File: src/lid_regs.svh
// Offsets, field positions and reset values of the logon descriptor parser.
// Assumes inclusion by the parser and by the bench that decodes its map.
`ifndef LID_REGS_SVH
`define LID_REGS_SVH
// Register byte addresses
`define LID_A_CTRL    8'h00
`define LID_A_STATUS  8'h04
`define LID_A_IDS     8'h08
`define LID_A_FLAGS   8'h0c
`define LID_A_PATH    8'h10
`define LID_A_DLSIG   8'h14
`define LID_A_PIDS    8'h18
`define LID_A_GRANT   8'h1c
`define LID_A_VOL     8'h20
`define LID_A_RATE    8'h24
`define LID_A_EXPIRY  8'h28
`define LID_A_RAW     8'h80
// Control reset values; the tag value is arbitrary until software sets it
`define LID_TAG_RST   8'ha1
`define LID_EN_RST    1'b1
// Byte offsets behind the length byte
`define LID_O_GROUP   8'h00
`define LID_O_LOGON   8'h02
`define LID_O_FLAGS   8'h03
`define LID_O_MODE    8'h04
`define LID_O_PATH    8'h05
`define LID_O_CHAN    8'h07
`define LID_O_DLPATH  8'h09
`define LID_O_DLCHAN  8'h0b
// Capacity offsets relative to the end of the burst-specific part
`define LID_C_GRANT   8'h02
`define LID_C_VOL     8'h04
`define LID_C_RATE    8'h07
`define LID_C_EXPIRY  8'h09
// Body lengths of each layout
`define LID_N_ATMIP   8'h08
`define LID_N_ATM     8'h0c
`define LID_N_TS      8'h08
`define LID_N_CAP     8'h0a
// Default signalling pair replaced by the descriptor
`define LID_SIG_PATH  8'h00
`define LID_SIG_CHAN  16'h0005
`endif

File: src/lid_pkg.sv
// Types shared by the logon descriptor parser modules.
// Assumes nothing beyond the compile order.
package lid_pkg;
    typedef enum logic [3:0] {
        LID_IDLE = 4'b0001,
        LID_LEN  = 4'b0010,
        LID_BODY = 4'b0100,
        LID_SKIP = 4'b1000
    } lid_state_e;
    typedef struct packed {
        logic [7:0]  terminal_a;
        logic [15:0] terminal_session_id;
        logic [8:0]  flags;
        logic [7:0]  uplink_path_id;
        logic [15:0] uplink_chan_id;
        logic [7:0]  downlink_sig_path_id;
        logic [15:0] downlink_sig_chan_id;
        logic [12:0] uplink_traffic_pid;
        logic [12:0] uplink_mgmt_pid;
        logic [23:0] fixed_rate_grant;
        logic [10:0] volume_req_limit;
        logic [23:0] rate_req_limit;
        logic [15:0] rate_req_expiry;
    } lid_fields_s;
endpackage

File: src/lid_if.sv
// Body byte stream handed from the parser to its helpers.
// Assumes one clock shared by all ends.
`timescale 1ns/1ps
interface lid_if;
    logic [7:0] data;
    logic       valid;
    logic       clr;
    logic [4:0] idx;
    modport src (output data, output valid, output clr, output idx);
    modport snk (input data, input valid, input clr, input idx);
endinterface

File: src/lid_acc.sv
// Shift register keeping the last three stream bytes, oldest on top.
// Assumes the byte stream interface on the parser clock.
`timescale 1ns/1ps
module lid_acc (
    input  wire logic  clk,
    input  wire logic  rst_n,
    lid_if.snk         bus,
    output logic [23:0] acc
);
    logic [23:0] next_acc;
    // Fields arrive most significant byte first
    always_comb begin
        next_acc = acc;
        if (bus.clr) begin
            next_acc = '0;
        end else if (bus.valid) begin
            next_acc = {acc[15:0], bus.data};
        end
    end
    always_ff @(posedge clk or negedge rst_n) begin
        if (!rst_n) begin
            acc <= '0;
        end else begin
            acc <= next_acc;
        end
    end
endmodule // lid_acc

File: src/lid_mem.sv
// Raw capture of the body bytes of accepted descriptors, at index modulo 32, for software read-back.
// Assumes the byte stream interface; read data is registered.
`timescale 1ns/1ps
module lid_mem (
    input  wire logic       clk,
    lid_if.snk              bus,
    input  wire logic [4:0] rd_addr,
    input  wire logic       rd_en,
    output logic [7:0]      rd_data
);
    logic [7:0] mem [0:31];
    // Write on body bytes, read one cycle after the strobe
    always_ff @(posedge clk) begin
        if (bus.valid) begin
            mem[bus.idx] <= bus.data;
        end
        if (rd_en) begin
            rd_data <= mem[rd_addr];
        end
    end
endmodule // lid_mem

File: src/lid_parser.sv
// Logon descriptor parser: byte stream in, decoded fields in registers.
// Assumes bytes on SYS_CLK with DESC_START on the tag byte of a descriptor.
//
// Local design decisions: the placing of the registers and the strobed register port.
`timescale 1ns/1ps
`include "lid_regs.svh"
module lid_parser (
    input  wire logic        SYS_CLK,
    input  wire logic        RESETN,
    input  wire logic [7:0]  DESC_BYTE,
    input  wire logic        DESC_VALID,
    input  wire logic        DESC_START,
    input  wire logic [7:0]  REG_ADDR,
    input  wire logic [31:0] REG_WDATA,
    input  wire logic        REG_WR,
    input  wire logic        REG_RD,
    output logic [31:0]      REG_RDATA,
    output logic             PARSE_DONE,
    output logic             PARSE_ERR,
    output logic             PARSE_BUSY
);
    lid_pkg::lid_state_e  state, next_state;
    lid_pkg::lid_fields_s f, next_f;
    logic [7:0]  idx, next_idx, len, next_len, base, next_base;
    logic [7:0]  need, next_need;
    logic        hit, next_hit, short, next_short, mode_seen, next_mode_seen;
    logic        done, next_done, err, next_err;
    logic        en, next_en;
    logic [7:0]  tag_exp, next_tag_exp;
    logic [2:0]  sticky, next_sticky;
    logic [31:0] reg_q, next_reg_q;
    logic        raw_sel;
    logic        next_raw_sel, next_busy;
    logic [23:0] acc;
    logic [7:0]  mem_q, rel;
    logic [23:0] w;
    logic        body_byte, last;
    lid_if bus();

    ////////////////////////////////////////////////////////////////////////
    // Helpers: byte history and raw capture
    assign bus.data  = DESC_BYTE;
    assign bus.valid = DESC_VALID && (state == lid_pkg::LID_BODY);
    assign bus.clr   = DESC_VALID && DESC_START;
    assign bus.idx   = idx[4:0];
    lid_acc u_acc (
        .clk   (SYS_CLK),
        .rst_n (RESETN),
        .bus   (bus),
        .acc   (acc)
    );
    lid_mem u_mem (
        .clk     (SYS_CLK),
        .bus     (bus),
        .rd_addr (REG_ADDR[6:2]),
        .rd_en   (next_raw_sel),
        .rd_data (mem_q)
    );

    // Current word is the history with the arriving byte below it
    assign w         = {acc[15:0], DESC_BYTE};
    assign body_byte = DESC_VALID && !DESC_START;
    assign last      = (8'(idx + 8'h01) == len);
    assign rel       = 8'(idx - base);

    ////////////////////////////////////////////////////////////////////////
    // Descriptor walk and field extraction
    always_comb begin
        next_state     = state;
        next_idx       = idx;
        next_len       = len;
        next_base      = base;
        next_need      = need;
        next_hit       = hit;
        next_short     = short;
        next_mode_seen = mode_seen;
        next_done      = 1'b0;
        next_err       = 1'b0;
        next_f         = f;
        if (DESC_VALID && DESC_START) begin
            next_state     = lid_pkg::LID_LEN;
            next_hit       = en && (DESC_BYTE == tag_exp);
            next_short     = 1'b0;
            next_mode_seen = 1'b0;
        end else begin
            case (state)
            lid_pkg::LID_LEN: begin
                if (body_byte) begin
                    next_len = DESC_BYTE;
                    next_idx = '0;
                    if (DESC_BYTE == 8'h00) begin
                        next_state = lid_pkg::LID_IDLE;
                        next_err   = hit;
                    end else if (hit) begin
                        next_state = lid_pkg::LID_BODY;
                    end else begin
                        next_state = lid_pkg::LID_SKIP;
                    end
                end
            end
            lid_pkg::LID_BODY: begin
                if (body_byte) begin
                    next_idx = 8'(idx + 8'h01);
                    if (idx == `LID_O_GROUP) begin
                        next_f.terminal_a = DESC_BYTE;
                    end else if (idx == `LID_O_LOGON) begin
                        next_f.terminal_session_id = w[15:0];
                    end else if (idx == `LID_O_FLAGS) begin
                        // Two reserved bits on top are dropped
                        next_f.flags[8:3] = DESC_BYTE[5:0];
                    end else if (idx == `LID_O_MODE) begin
                        next_mode_seen = 1'b1;
                        // Bit 7 reserved; then capacity, burst, connectivity
                        next_f.flags[2] = DESC_BYTE[6];
                        next_f.flags[1] = DESC_BYTE[5];
                        next_f.flags[0] = !DESC_BYTE[5] && DESC_BYTE[4];
                        if (DESC_BYTE[5]) begin
                            next_base = `LID_N_TS;
                        end else if (DESC_BYTE[4]) begin
                            next_base = `LID_N_ATM;
                        end else begin
                            next_base = `LID_N_ATMIP;
                            next_f.downlink_sig_path_id = `LID_SIG_PATH;
                            next_f.downlink_sig_chan_id = `LID_SIG_CHAN;
                        end
                        next_need = DESC_BYTE[6] ? next_base
                                  : 8'(next_base + `LID_N_CAP);
                        next_short = (len < next_need);
                    end else if (idx == `LID_O_PATH) begin
                        if (f.flags[1]) begin
                            next_f.uplink_traffic_pid = w[12:0];
                        end else begin
                            // Four reserved bits came before this byte
                            next_f.uplink_path_id = DESC_BYTE;
                        end
                    end else if (idx == `LID_O_CHAN) begin
                        if (f.flags[1]) begin
                            next_f.uplink_mgmt_pid = w[12:0];
                        end else begin
                            next_f.uplink_chan_id = w[15:0];
                        end
                    end else if (idx == `LID_O_DLPATH && f.flags[0]) begin
                        next_f.downlink_sig_path_id = DESC_BYTE;
                    end else if (idx == `LID_O_DLCHAN && f.flags[0]) begin
                        next_f.downlink_sig_chan_id = w[15:0];
                    end
                    // Capacity limits follow the burst-specific part
                    if (mode_seen && !f.flags[2] && idx >= base) begin
                        if (rel == `LID_C_GRANT) begin
                            next_f.fixed_rate_grant = w;
                        end else if (rel == `LID_C_VOL) begin
                            next_f.volume_req_limit = w[10:0];
                        end else if (rel == `LID_C_RATE) begin
                            next_f.rate_req_limit = w;
                        end else if (rel == `LID_C_EXPIRY) begin
                            next_f.rate_req_expiry = w[15:0];
                        end
                    end
                    // Bytes past the layout are consumed until the length
                    if (last) begin
                        next_state = lid_pkg::LID_IDLE;
                        next_err   = short || !mode_seen || next_short;
                        next_done  = !next_err;
                    end
                end
            end
            lid_pkg::LID_SKIP: begin
                if (body_byte) begin
                    next_idx = 8'(idx + 8'h01);
                    if (last) begin
                        next_state = lid_pkg::LID_IDLE;
                    end
                end
            end
            default: begin
                next_state = lid_pkg::LID_IDLE;
            end
            endcase
        end
    end

    always_ff @(posedge SYS_CLK or negedge RESETN) begin
        if (!RESETN) begin
            state     <= lid_pkg::LID_IDLE;
            idx       <= '0;
            len       <= '0;
            base      <= '0;
            need      <= '0;
            hit       <= 1'b0;
            short     <= 1'b0;
            mode_seen <= 1'b0;
            done      <= 1'b0;
            err       <= 1'b0;
            f         <= '0;
        end else begin
            state     <= next_state;
            idx       <= next_idx;
            len       <= next_len;
            base      <= next_base;
            need      <= next_need;
            hit       <= next_hit;
            short     <= next_short;
            mode_seen <= next_mode_seen;
            done      <= next_done;
            err       <= next_err;
            f         <= next_f;
        end
    end

    ////////////////////////////////////////////////////////////////////////
    // Register port: control writes, status clear, registered reads
    always_comb begin
        next_en      = en;
        next_tag_exp = tag_exp;
        next_sticky  = sticky;
        next_reg_q   = '0;
        next_raw_sel = REG_RD && REG_ADDR >= `LID_A_RAW;
        next_busy    = next_state != lid_pkg::LID_IDLE;
        if (REG_WR && REG_ADDR == `LID_A_CTRL) begin
            next_en      = REG_WDATA[0];
            next_tag_exp = REG_WDATA[15:8];
        end else if (REG_WR && REG_ADDR == `LID_A_STATUS) begin
            next_sticky = sticky & ~REG_WDATA[2:0];
        end
        // Events set after the clear so a same-cycle event survives
        if (next_done) begin
            next_sticky[0] = 1'b1;
        end
        if (next_err) begin
            next_sticky[1] = 1'b1;
        end
        if (DESC_VALID && DESC_START && !next_hit) begin
            next_sticky[2] = 1'b1;
        end
        if (REG_ADDR == `LID_A_CTRL) begin
            next_reg_q = {16'h0000, tag_exp, 7'h00, en};
        end else if (REG_ADDR == `LID_A_STATUS) begin
            next_reg_q = {len, need, 11'h000, state != lid_pkg::LID_IDLE,
                          1'b0, sticky};
        end else if (REG_ADDR == `LID_A_IDS) begin
            next_reg_q = {8'h00, f.terminal_a, f.terminal_session_id};
        end else if (REG_ADDR == `LID_A_FLAGS) begin
            next_reg_q = {23'h000000, f.flags};
        end else if (REG_ADDR == `LID_A_PATH) begin
            next_reg_q = {8'h00, f.uplink_path_id, f.uplink_chan_id};
        end else if (REG_ADDR == `LID_A_DLSIG) begin
            next_reg_q = {8'h00, f.downlink_sig_path_id,
                          f.downlink_sig_chan_id};
        end else if (REG_ADDR == `LID_A_PIDS) begin
            next_reg_q = {3'h0, f.uplink_mgmt_pid, 3'h0, f.uplink_traffic_pid};
        end else if (REG_ADDR == `LID_A_GRANT) begin
            next_reg_q = {8'h00, f.fixed_rate_grant};
        end else if (REG_ADDR == `LID_A_VOL) begin
            next_reg_q = {21'h000000, f.volume_req_limit};
        end else if (REG_ADDR == `LID_A_RATE) begin
            next_reg_q = {8'h00, f.rate_req_limit};
        end else if (REG_ADDR == `LID_A_EXPIRY) begin
            next_reg_q = {16'h0000, f.rate_req_expiry};
        end
        // Read data only stands in the cycle after a read strobe
        if (!REG_RD) begin
            next_reg_q = '0;
        end
    end

    always_ff @(posedge SYS_CLK or negedge RESETN) begin
        if (!RESETN) begin
            en         <= `LID_EN_RST;
            tag_exp    <= `LID_TAG_RST;
            sticky     <= '0;
            reg_q      <= '0;
            raw_sel    <= 1'b0;
            PARSE_BUSY <= 1'b0;
        end else begin
            en         <= next_en;
            tag_exp    <= next_tag_exp;
            sticky     <= next_sticky;
            reg_q      <= next_reg_q;
            raw_sel    <= next_raw_sel;
            PARSE_BUSY <= next_busy;
        end
    end
    assign REG_RDATA  = raw_sel ? {24'h000000, mem_q} : reg_q;
    assign PARSE_DONE = done;
    assign PARSE_ERR  = err;

    wire step = body_byte && state == lid_pkg::LID_BODY;
endmodule // lid_parser

File: config.mk
export PLATFORM = sky130hd
export DESIGN_NAME = lid_parser
export DESIGN_NICKNAME = d
export VERILOG_FILES = /design/src/lid_pkg.sv /design/src/lid_if.sv /design/src/lid_acc.sv /design/src/lid_mem.sv /design/src/lid_parser.sv
export VERILOG_INCLUDE_DIRS = /design/src /design/src/src
export SDC_FILE = /design/constraint.sdc
export NUM_CORES = 1
export LEC_CHECK = 0
export BUFFER_PORTS_ARGS = -buffer_cell sky130_fd_sc_hd__buf_2
export CAP_MARGIN = 20
export CORE_ASPECT_RATIO = 0.5
export CORE_MARGIN = 5
export CORE_UTILIZATION = 55
export DETAILED_ROUTE_END_ITERATION = 8
export HOLD_SLACK_MARGIN = 0.06
export PLACE_DENSITY = 0.72
export SLEW_MARGIN = 20
export SYNTH_ARGS = -nofsm -noshare
export SYNTH_HDL_FRONTEND = slang
export SYNTH_SLANG_ARGS = --single-unit
File: constraint.sdc
create_clock -name SYS_CLK -period 3.5 [get_ports SYS_CLK]
set_input_delay 0.175 -clock SYS_CLK [delete_from_list [all_inputs] [get_ports SYS_CLK]]
set_output_delay 0.175 -clock SYS_CLK [all_outputs]
set_load 0.01 [all_outputs]
After elaboration in Yosys (flattened, before gate mapping). Memory sizes are Yosys's and may differ from the RTL's. A register that Yosys moved wholly into a read port is not among the register bits. Index checks and enable logic that the tools add are counted.

Flip-flop bits (word level): 285. RAM bits: 256. Input bits: 54. Output and inout port bits: 35. Logic and storage cells: 227. Memories: 1.

Add/sub/neg operators: 3. Magnitude comparators: 3. Equality and inequality tests: 41. Multiplexer cells: 78. Bitwise gates (word level): 12. Reductions and logical operators: 56.

Memory list: u_mem.mem (words 32, width 8, rd ports 1, clocked after Yosys merged registers in 1, wr ports 1, RTL line lid_mem.sv:11) `logic [7:0] mem [0:31];`.

Operators with widths (count): 24-bit two-way mux (8); 29-bit two-way mux (5); 32-bit two-way mux (4); 8-bit two-way mux (11); 16-bit two-way mux (5); 8-bit by 3-bit equality test with 1-bit output (second input constant) (6); 8-bit by 4-bit equality test with 1-bit output (second input constant) (5); 8-bit by 5-bit equality test with 1-bit output (second input constant) (4); 1-bit two-way mux (32); 8-bit by 2-bit equality test with 1-bit output (second input constant) (3); 8-bit by 6-bit equality test with 1-bit output (second input constant) (3); 8-bit zero test (3); 4-bit two-way mux (6); 2-bit inequality test (second input constant) (11); 10-bit AND reduction (2); 2-bit nonzero test (10); 6-bit AND reduction (3); 9-bit AND reduction (2); 8-bit equality test (2); 8-bit case mux with 2 select lines (1); 7-bit AND reduction (2); 1-bit logical AND (13); 3-bit two-way mux (4); 12-bit AND reduction (1); 25 further kinds (47).

Longest topological paths before layout. Gate-level depths: netlist (run 1).

Word-level depth: 27. Depth in mapped cells: 12. Gate-level depth less buffers: 9.

Modules after synthesis. Synthesis (run 1) repeated with hierarchy kept, for this count alone.

Cell total of the unflattened synthesis: 1644. Area total of the unflattened synthesis: 23906.7 um2.

By module, submodules not included: lid_parser (times used 1, cells an instance 1150, area an instance 12783.5 um2, seq. area each 6387.4 um2); lid_mem (times used 1, cells an instance 417, area an instance 10133.5 um2, seq. area each 7927.6 um2); lid_acc (times used 1, cells an instance 77, area an instance 989.7 um2, seq. area each 600.6 um2).

Least setup slack after synthesis (run 1). Ideal clock, no wire load.

Kind: register to register. From: register idx[0]. To: register f[114] in the netlist's numbering. Setup time: 0.136 ns. Arrival: 2.446 ns. Path slack: 0.918 ns. Cell stages (with the launch flop): 11. Path buffers: 3. Period minus slack after synthesis: 2.582 ns. Path through: dfrtp_1 clkbuf_1 inv_1 ha_1 clkbuf_1 or3_1 a2111oi_0 nand2_1 clkbuf_1 nand2_1 o21ai_0.

Cells in the longest elaborated chain, start to end: 4. Elaborated cells on any way between the ends: 21. Classes of those cells: 12 x eq/ne; 1 x mux; 3 x bitwise; 5 x reduce/logical.

Ends and longest elaborated chain: start, declared (RTL line lid_parser.sv:24) `logic [7:0] idx, next_idx, len, next_len, base, next_base;`; start signal, assigned (RTL line lid_parser.sv:197) `idx <= next_idx;`; 8-bit by 4-bit equality test with 1-bit output (no line); 1-bit logical AND, on equally long branches (RTL line lid_parser.sv:142, lid_parser.sv:144); 2-bit inequality test (no line) or 2-bit nonzero test (tied branches); 12-bit AND reduction (no line); end signal, assigned (RTL line lid_parser.sv:206) `f <= next_f;`; end, declared (RTL line lid_parser.sv:23) `lid_pkg::lid_fields_s f, next_f;`.

Parallel ways exist; a longest one is shown, timed or not. A chain may end at the register's enable or synchronous reset.

Final worst setup path (run 1).
From: register idx[0]. To: register f[102] in the netlist's numbering.

Same word-level chain as after synthesis.

==> results.sh, run 1 <==
export IMPL_ys_ff_latch=535
export IMPL_cp_depth=8
export IMPL_ys_seq_area_share_pct=63.5
export IMPL_synth_area_per_cell_um2=14.4
export IMPL_routed_wl_mm=61.9
export IMPL_drv_slew=0
export IMPL_clock_latency_ns=0.58
export IMPL_synth_fp_nets=1673
export IMPL_synth_cell_types=76
export IMPL_grt_pass1_vias=15067
export IMPL_vdd_ir_drop_max_v=0.000320
export IMPL_p_total_mw=12.8
export IMPL_crit_path_end_kind="register"
export IMPL_cts_sinks=535
export IMPL_setup_tns_final_ns=0
export IMPL_crit_slowest_cell="a2111oi_0"
export IMPL_die_y_um=155
export IMPL_drt_iter0_markers=1894
export IMPL_grt_total_usage_pct=26.7
export IMPL_area_growth_pct=13.3
export IMPL_num_rows=53
export IMPL_critPathTopFamily="compound AO/OA/AOI/OAI gates"
export IMPL_crit_buf_inv=2
export IMPL_globalplace_congestion=0.953
export IMPL_start_util_pct=55.5
export IMPL_dpl_cell_area_mm2=0.0245
export IMPL_fmax_mhz=351
export IMPL_crit_chain="inv_1, ha_1, or3_1, a2111oi_0, nand2_1, buf_4, nand2_1, o21ai_0"
export IMPL_hp_start="REG_RD"
export IMPL_worst_slack_ns=0.652
export IMPL_synth_top_area_cell="edfxtp_1"
export IMPL_postRouteAntennaNets=0
export IMPL_min_period_ns=2.85
export IMPL_crit_top_cell="nand2_1"
export IMPL_post_dp_hpwl_mm=40.6
export IMPL_ys_warn_count=0
export IMPL_die_area_mm2=0.0466
export IMPL_hold_path_depth=2
export IMPL_cp_slowest_stage_delay_ns=0.67
export IMPL_finalCritPeriodShare_pct=81.4
export IMPL_async_flop_share_pct=50.7
export IMPL_synth_flop_cell="dfrtp_1"
export IMPL_final_nets=1798
export IMPL_avgRoutedWirePerCell_um=26.7
export IMPL_synthTopCellsByArea="edfxtp_1 (34%), dfrtp_1 (29%), mux2_2 (8.4%), mux4_2 (7.8%), nand2_1 (2.3%)"
export IMPL_worst_pin_slew_ns=0.976
export IMPL_ys_top_cells_by_count="dfrtp_1 (266), edfxtp_1 (264), mux2_2 (173), nand2_1 (144), nor2_1 (103)"
export IMPL_power_leakage_nw=10.7
export IMPL_required_ns=3.92
export IMPL_drc=0
export IMPL_syn_area_mm2=0.0232
export IMPL_synth_edf_count=264
export IMPL_core_mm2=0.0418
export IMPL_clock_skew_ns=0.0212
export IMPL_timing_rr_end="f[102]"
export IMPL_finalSetupViolations=0
export IMPL_vias_per_cell=6.34
export IMPL_hold_class="primary input to register"
export IMPL_ioPinCount=89
export IMPL_slew_headroom_pct=34.9
export IMPL_num_antenna_cells=0
export IMPL_chipWidth_um=300
export IMPL_via_count=14722
export IMPL_fin_area_mm2=0.0262
export IMPL_yosysMostFrequentCell="dfrtp_1"
export IMPL_utilization_pct=62.8
export IMPL_synth_top_area_share_pct=34.2
export IMPL_rsz0062_at_grt="false"
export IMPL_clock_root_buffer="clkbuf_16"
export IMPL_power_density_mw_per_mm2=488
export IMPL_whs_endpoint="reg_q[11]"
export IMPL_io_buffers=67
export IMPL_r2r_cells=8
export IMPL_crit_fanout=32
export IMPL_fin_cells=2323
export IMPL_cts_path_max_buffers=3
export IMPL_holdWs_ns=0.0809
export IMPL_post_place_ws_ns=0.590
export IMPL_critical_path_class="register to register"
export IMPL_drive_above_1_share_pct=29.1
export IMPL_r2r_start="idx[0]"
export IMPL_cts_clk_slew_worst_paths_ns=0.07
export IMPL_grt_pass1_wl_mm=94.3
export IMPL_r2r_slack_ns=0.65
export IMPL_cp_arrival_ns=3.27
export IMPL_status="finished clean"
export IMPL_cts_tree="yes"
export IMPL_hold_viol_final=0
export IMPL_crit_path_start_kind="register"
export IMPL_h_tree_depth=2
export IMPL_overflow=0
export IMPL_startpoint="idx[0]"
export IMPL_drt_pass1_iterations=5
export IMPL_dp_cells=2216
export IMPL_maxCapViolations=0
export IMPL_numCtsBuffers=47
export IMPL_grt_max_degree=130
export IMPL_syn_inst=1609
export IMPL_antenna_found_initial=1
## cell type report
class	instances	area (µm²)
Multi-Input combinational cell	950	7920
Sequential cell	535	14700
Clock inverter	23	229
Timing Repair Buffer	180	1300
Tap cell	550	688
Inverter	20	75.1
Fill cell	3056	15500
Clock buffer	65	1330
## registers in the layout, indices dropped and copies added (netlist names), 8 cells and up
name,cells
u_mem.rd_data,8
u_mem.mem,256
u_acc.acc,16
tag_exp,8
idx,8
f,180
reg_q,32
len,8
## placed cells by master (no fill, tap or decap), drive strengths merged, types with 8 or more instances in the layout
cell / count
dlygate4sd3: 19
mux4: 80
nand2: 144
a22oi: 13
edfxtp: 264
nand3: 15
mux2: 183
nor2b: 32
a21o: 8
and2: 9
nand2b: 9
inv: 21
nor2: 106
a21oi: 43
dfrtp: 266
o21ai: 96
xor2: 12
clkbuf: 65
and3: 10
o22ai: 11
xnor2: 8
a22o: 20
buf: 161
nor3: 13
clkinv: 17
mux2i: 15
ha: 9
## worst register-to-register path, stage by stage (launching register included)
cell	delay [ns]
dfrtp_1	0.53
inv_1	0.11
ha_1	0.36
or3_1	0.41
a2111oi_0	0.67
nand2_1	0.13
buf_4	0.28
nand2_1	0.13
o21ai_0	0.09
## repair_timing
action,in CTS,in global routing
setup buffers,0,0
hold endpoints to repair,149,0
hold buffers,19,0
gates resized for setup,0,0
## power breakdown
group / total [mW] / switching [mW] / internal, mW
clock: 5.26 / 2.30 / 2.96
sequential: 6.75 / 0.0861 / 6.66
combinational: 0.793 / 0.503 / 0.289
total: 12.8 / 2.89 / 9.91
## worst max path at each step
stage | to | slack [ns]
after global placement | reg_q[6] | 0.66
final | f[102] | 0.65
after CTS | PARSE_BUSY | 0.71
after floorplan | f[114] | 0.92
after detailed placement | reg_q[7] | 0.59
after global routing | f[102] | 0.40
## logic make-up (layout without fill, tap and decap cells)
logic type                 Yosys count  in the layout  share of synthesized area (%)
xor gates and xnor gates            20             20                          0.756
AOI/OAI and AO/OA                  269            269                           7.60
muxes                              278            278                           17.5
adders and majority gates           10             10                          0.572
buffers and inverters              124            288                           2.32
and+or+nand+nor                    373            373                           7.77
DFF                                535            535                           63.5
## metal layers
layer / global-route usage (%) / vias up / wire length (µm)
met4: 7.22 / 2 / 1650
met3: 4.81 / 121 / 5340
met1: 38.1 / 7571 / 25400
li1: - / 6299 / -
met5: 0 / - / 13
met2: 43.2 / 729 / 29600
Note: power is estimated with default switching activity, not from simulation.
==> run 2: changes to the inputs <==
--- a/config.mk
+++ b/config.mk
@@ -13,7 +13,7 @@
 export CORE_UTILIZATION = 55
 export DETAILED_ROUTE_END_ITERATION = 8
 export HOLD_SLACK_MARGIN = 0.06
-export PLACE_DENSITY = 0.72
+export PLACE_DENSITY = 0.75
 export SLEW_MARGIN = 20
 export SYNTH_ARGS = -nofsm -noshare
 export SYNTH_HDL_FRONTEND = slang
==> constraint.sdc (replaced) <==
create_clock -name SYS_CLK -period 2.6 [get_ports SYS_CLK]
set_input_delay 0.13 -clock SYS_CLK [delete_from_list [all_inputs] [get_ports SYS_CLK]]
set_output_delay 0.13 -clock SYS_CLK [all_outputs]
set_load 0.01 [all_outputs]
==> run 2 against run 1 <==
  * Clock skew increased by 0.012 ns
  * Maximum frequency increased by 16%
  * Via count increased by 2.6%
  * Clock power increased by 41%
  * Routed wire length increased by 4.3%
  * Setup slack got worse by 0.51 ns
  * Critical endpoint is now f[105]
  * Non-clock buffer count increased by 43
  * Highest routed layer is now met4
  * Sequential cell count unchanged
==> results.sh, run 2 (synthesis gave the netlist of run 1 again) <==
export IMPL_cp_slowest_stage_delay_ns=0.47
export IMPL_die_y_um=155
export IMPL_maxCapViolations=0
export IMPL_status="finished clean"
export IMPL_rsz0062_at_grt="false"
export IMPL_power_leakage_nw=11.0
export IMPL_reg_top3="u_mem.mem x256, f x180, reg_q x32"
export IMPL_core_mm2=0.0418
export IMPL_finalSetupViolations=0
export IMPL_startpoint="idx[1]"
export IMPL_cp_arrival_ns=2.89
export IMPL_use_met3_pct=7.07
export IMPL_via_count=15109
export IMPL_cts_tree="yes"
export IMPL_fmax_mhz=407
export IMPL_numCtsBuffers=47
export IMPL_grt_total_usage_pct=28.0
export IMPL_clock_skew_ns=0.0330
export IMPL_ioPinCount=89
export IMPL_die_area_mm2=0.0466
export IMPL_avgRoutedWirePerCell_um=27.3
export IMPL_routed_wl_mm=64.6
export IMPL_vdd_ir_drop_max_v=0.000484
export IMPL_power_density_mw_per_mm2=659
export IMPL_fillers=2920
export IMPL_grt_util_met2_pct=44.7
export IMPL_hold_viol_final=0
export IMPL_num_rows=53
export IMPL_top_register="u_mem.mem"
export IMPL_cp_depth=9
export IMPL_final_cell_mix="dfrtp_1 (264), edfxtp_1 (264), mux2_2 (173)"
export IMPL_endpoint="f[105]"
export IMPL_drv_slew=0
export IMPL_post_dp_hpwl_mm=43.1
export IMPL_clock_latency_ns=0.59
export IMPL_required_ns=3.04
export IMPL_critPathTopFamily="buffers and inverters"
export IMPL_slew_headroom_pct=46.6
export IMPL_crit_fanout=32
export IMPL_utilization_pct=64.1
export IMPL_postRouteAntennaNets=0
export IMPL_drt_pass1_iterations=6
export IMPL_crit_path_start_kind="register"
export IMPL_r2r_slack_ns=0.15
export IMPL_globalplace_congestion=0.999
export IMPL_worst_slack_ns=0.146
export IMPL_io_buffers=67
export IMPL_cts_path_max_buffers=3
export IMPL_crit_slowest_cell="dfrtp_2"
export IMPL_largest_reg_flops=256
export IMPL_grt_max_degree=73
export IMPL_setup_tns_final_ns=0
export IMPL_cts_sinks=535
export IMPL_drc=0
export IMPL_chipWidth_um=300
export IMPL_worst_pin_slew_ns=0.800
export IMPL_clock_root_buffer="clkbuf_16"
export IMPL_grt_pass1_vias=15271
export IMPL_antenna_found_initial=1
export IMPL_crit_buf_inv=3
export IMPL_h_tree_depth=2
export IMPL_timing_rr_end="f[105]"
export IMPL_vias_per_cell=6.39
export IMPL_post_place_ws_ns=0.102
export IMPL_gr_usage_met1_pct=38.4
export IMPL_final_nets=1841
export IMPL_min_period_ns=2.45
export IMPL_hold_class="primary input to register"
export IMPL_drt_iter0_markers=1863
export IMPL_grt_pass1_wl_mm=97.8
export IMPL_crit_path_end_kind="register"
export IMPL_num_antenna_cells=0
export IMPL_cts_setup_buffers=0
export IMPL_r2r_start="idx[1]"
export IMPL_finalCritPeriodShare_pct=94.4
export IMPL_start_util_pct=55.5
export IMPL_crit_chain="ha_1, buf_4, or3_1, a2111oi_0, buf_4, nand2_1, buf_12, nand2_1, o21ai_0"
export IMPL_drive_above_1_share_pct=31.2
export IMPL_r2r_cells=9
export IMPL_grt_busiest_layer="met2"
export IMPL_cts_clk_slew_worst_paths_ns=0.07
export IMPL_overflow=0
export IMPL_area_growth_pct=15.6
export IMPL_critical_path_class="register to register"
-- run 2: cell count changes in the layout (fill, tap and decap cells not counted), sizes merged --
cell / delta
clkinv: -7
bufinv: +1
clkbuf: +3
clkinvlp: +1
buf: +43
-- run 2: worst min-delay path, cell delays in order --
cell and delay (ns):
buf_2 0.12, buf_4 0.23, nand2_1 0.09, nand2_1 0.04
-- run 2: worst min-delay path by stage --
stage	start	end	slack, ns	cells past startpoint
5_1_grt	DESC_BYTE[0]	u_mem.mem[7][0]	0.10	2
3_5_place_dp	RESETN	f[76]	0.14	1
6_report	DESC_BYTE[0]	len[0]	0.08	4
3_3_place_gp	RESETN	f[17]	0.13	1
4_1_cts	DESC_BYTE[0]	len[0]	0.07	4
2_1_floorplan	RESETN	PARSE_BUSY	-0.17	0
-- run 2: where the power goes --
| part | switching, mW | internal, mW |
|---|---|---|
| logic | 0.708 | 0.438 |
| clock network | 3.17 | 4.25 |
| registers | 0.121 | 8.97 |
-- run 2: routing by layer --
| layer | up-vias | part of all wire [%] |
|---|---|---|
| met2 | 860 | 47 |
| li1 | 6371 | - |
| met5 | - | 0 |
| met3 | 144 | 10 |
| met1 | 7734 | 39 |
| met4 | 0 | 3.6 |
-- run 2: layout make-up --
type	count	area [µm²]	share of cell area (%)
Clock inverter	18	238	0.888
Multi-Input combinational cell	950	7920	29.6
Inverter	20	75.1	0.280
Sequential cell	535	14700	55.0
Timing Repair Buffer	223	1750	6.53
Tap cell	550	688	2.57
Clock buffer	68	1400	5.22
-- run 2: per-stage QoR --
| step | area (µm²) | power (mW) | hold WS, ns | std cells |
|---|---|---|---|---|
| floorplan | 23200 | 9.80 | -0.166 | 1609 |
| detailed placement | 25000 | 10.4 | 0.139 | 2259 |
| CTS | 26800 | 17.7 | 0.0668 | 2364 |
| finish | 26800 | 17.7 | 0.0778 | 2364 |
| global placement | 25000 | 10.3 | 0.132 | 2259 |
| global route | 26800 | 18.2 | 0.101 | 2364 |
-- run 2: what timing repair did --
item | 4_1_cts | 5_1_grt
hold buffers | 19 | 0
hold endpoints to repair | 285 | 0
resized for setup | 0 | 2
endpoints found under the setup margin | 0 | 26
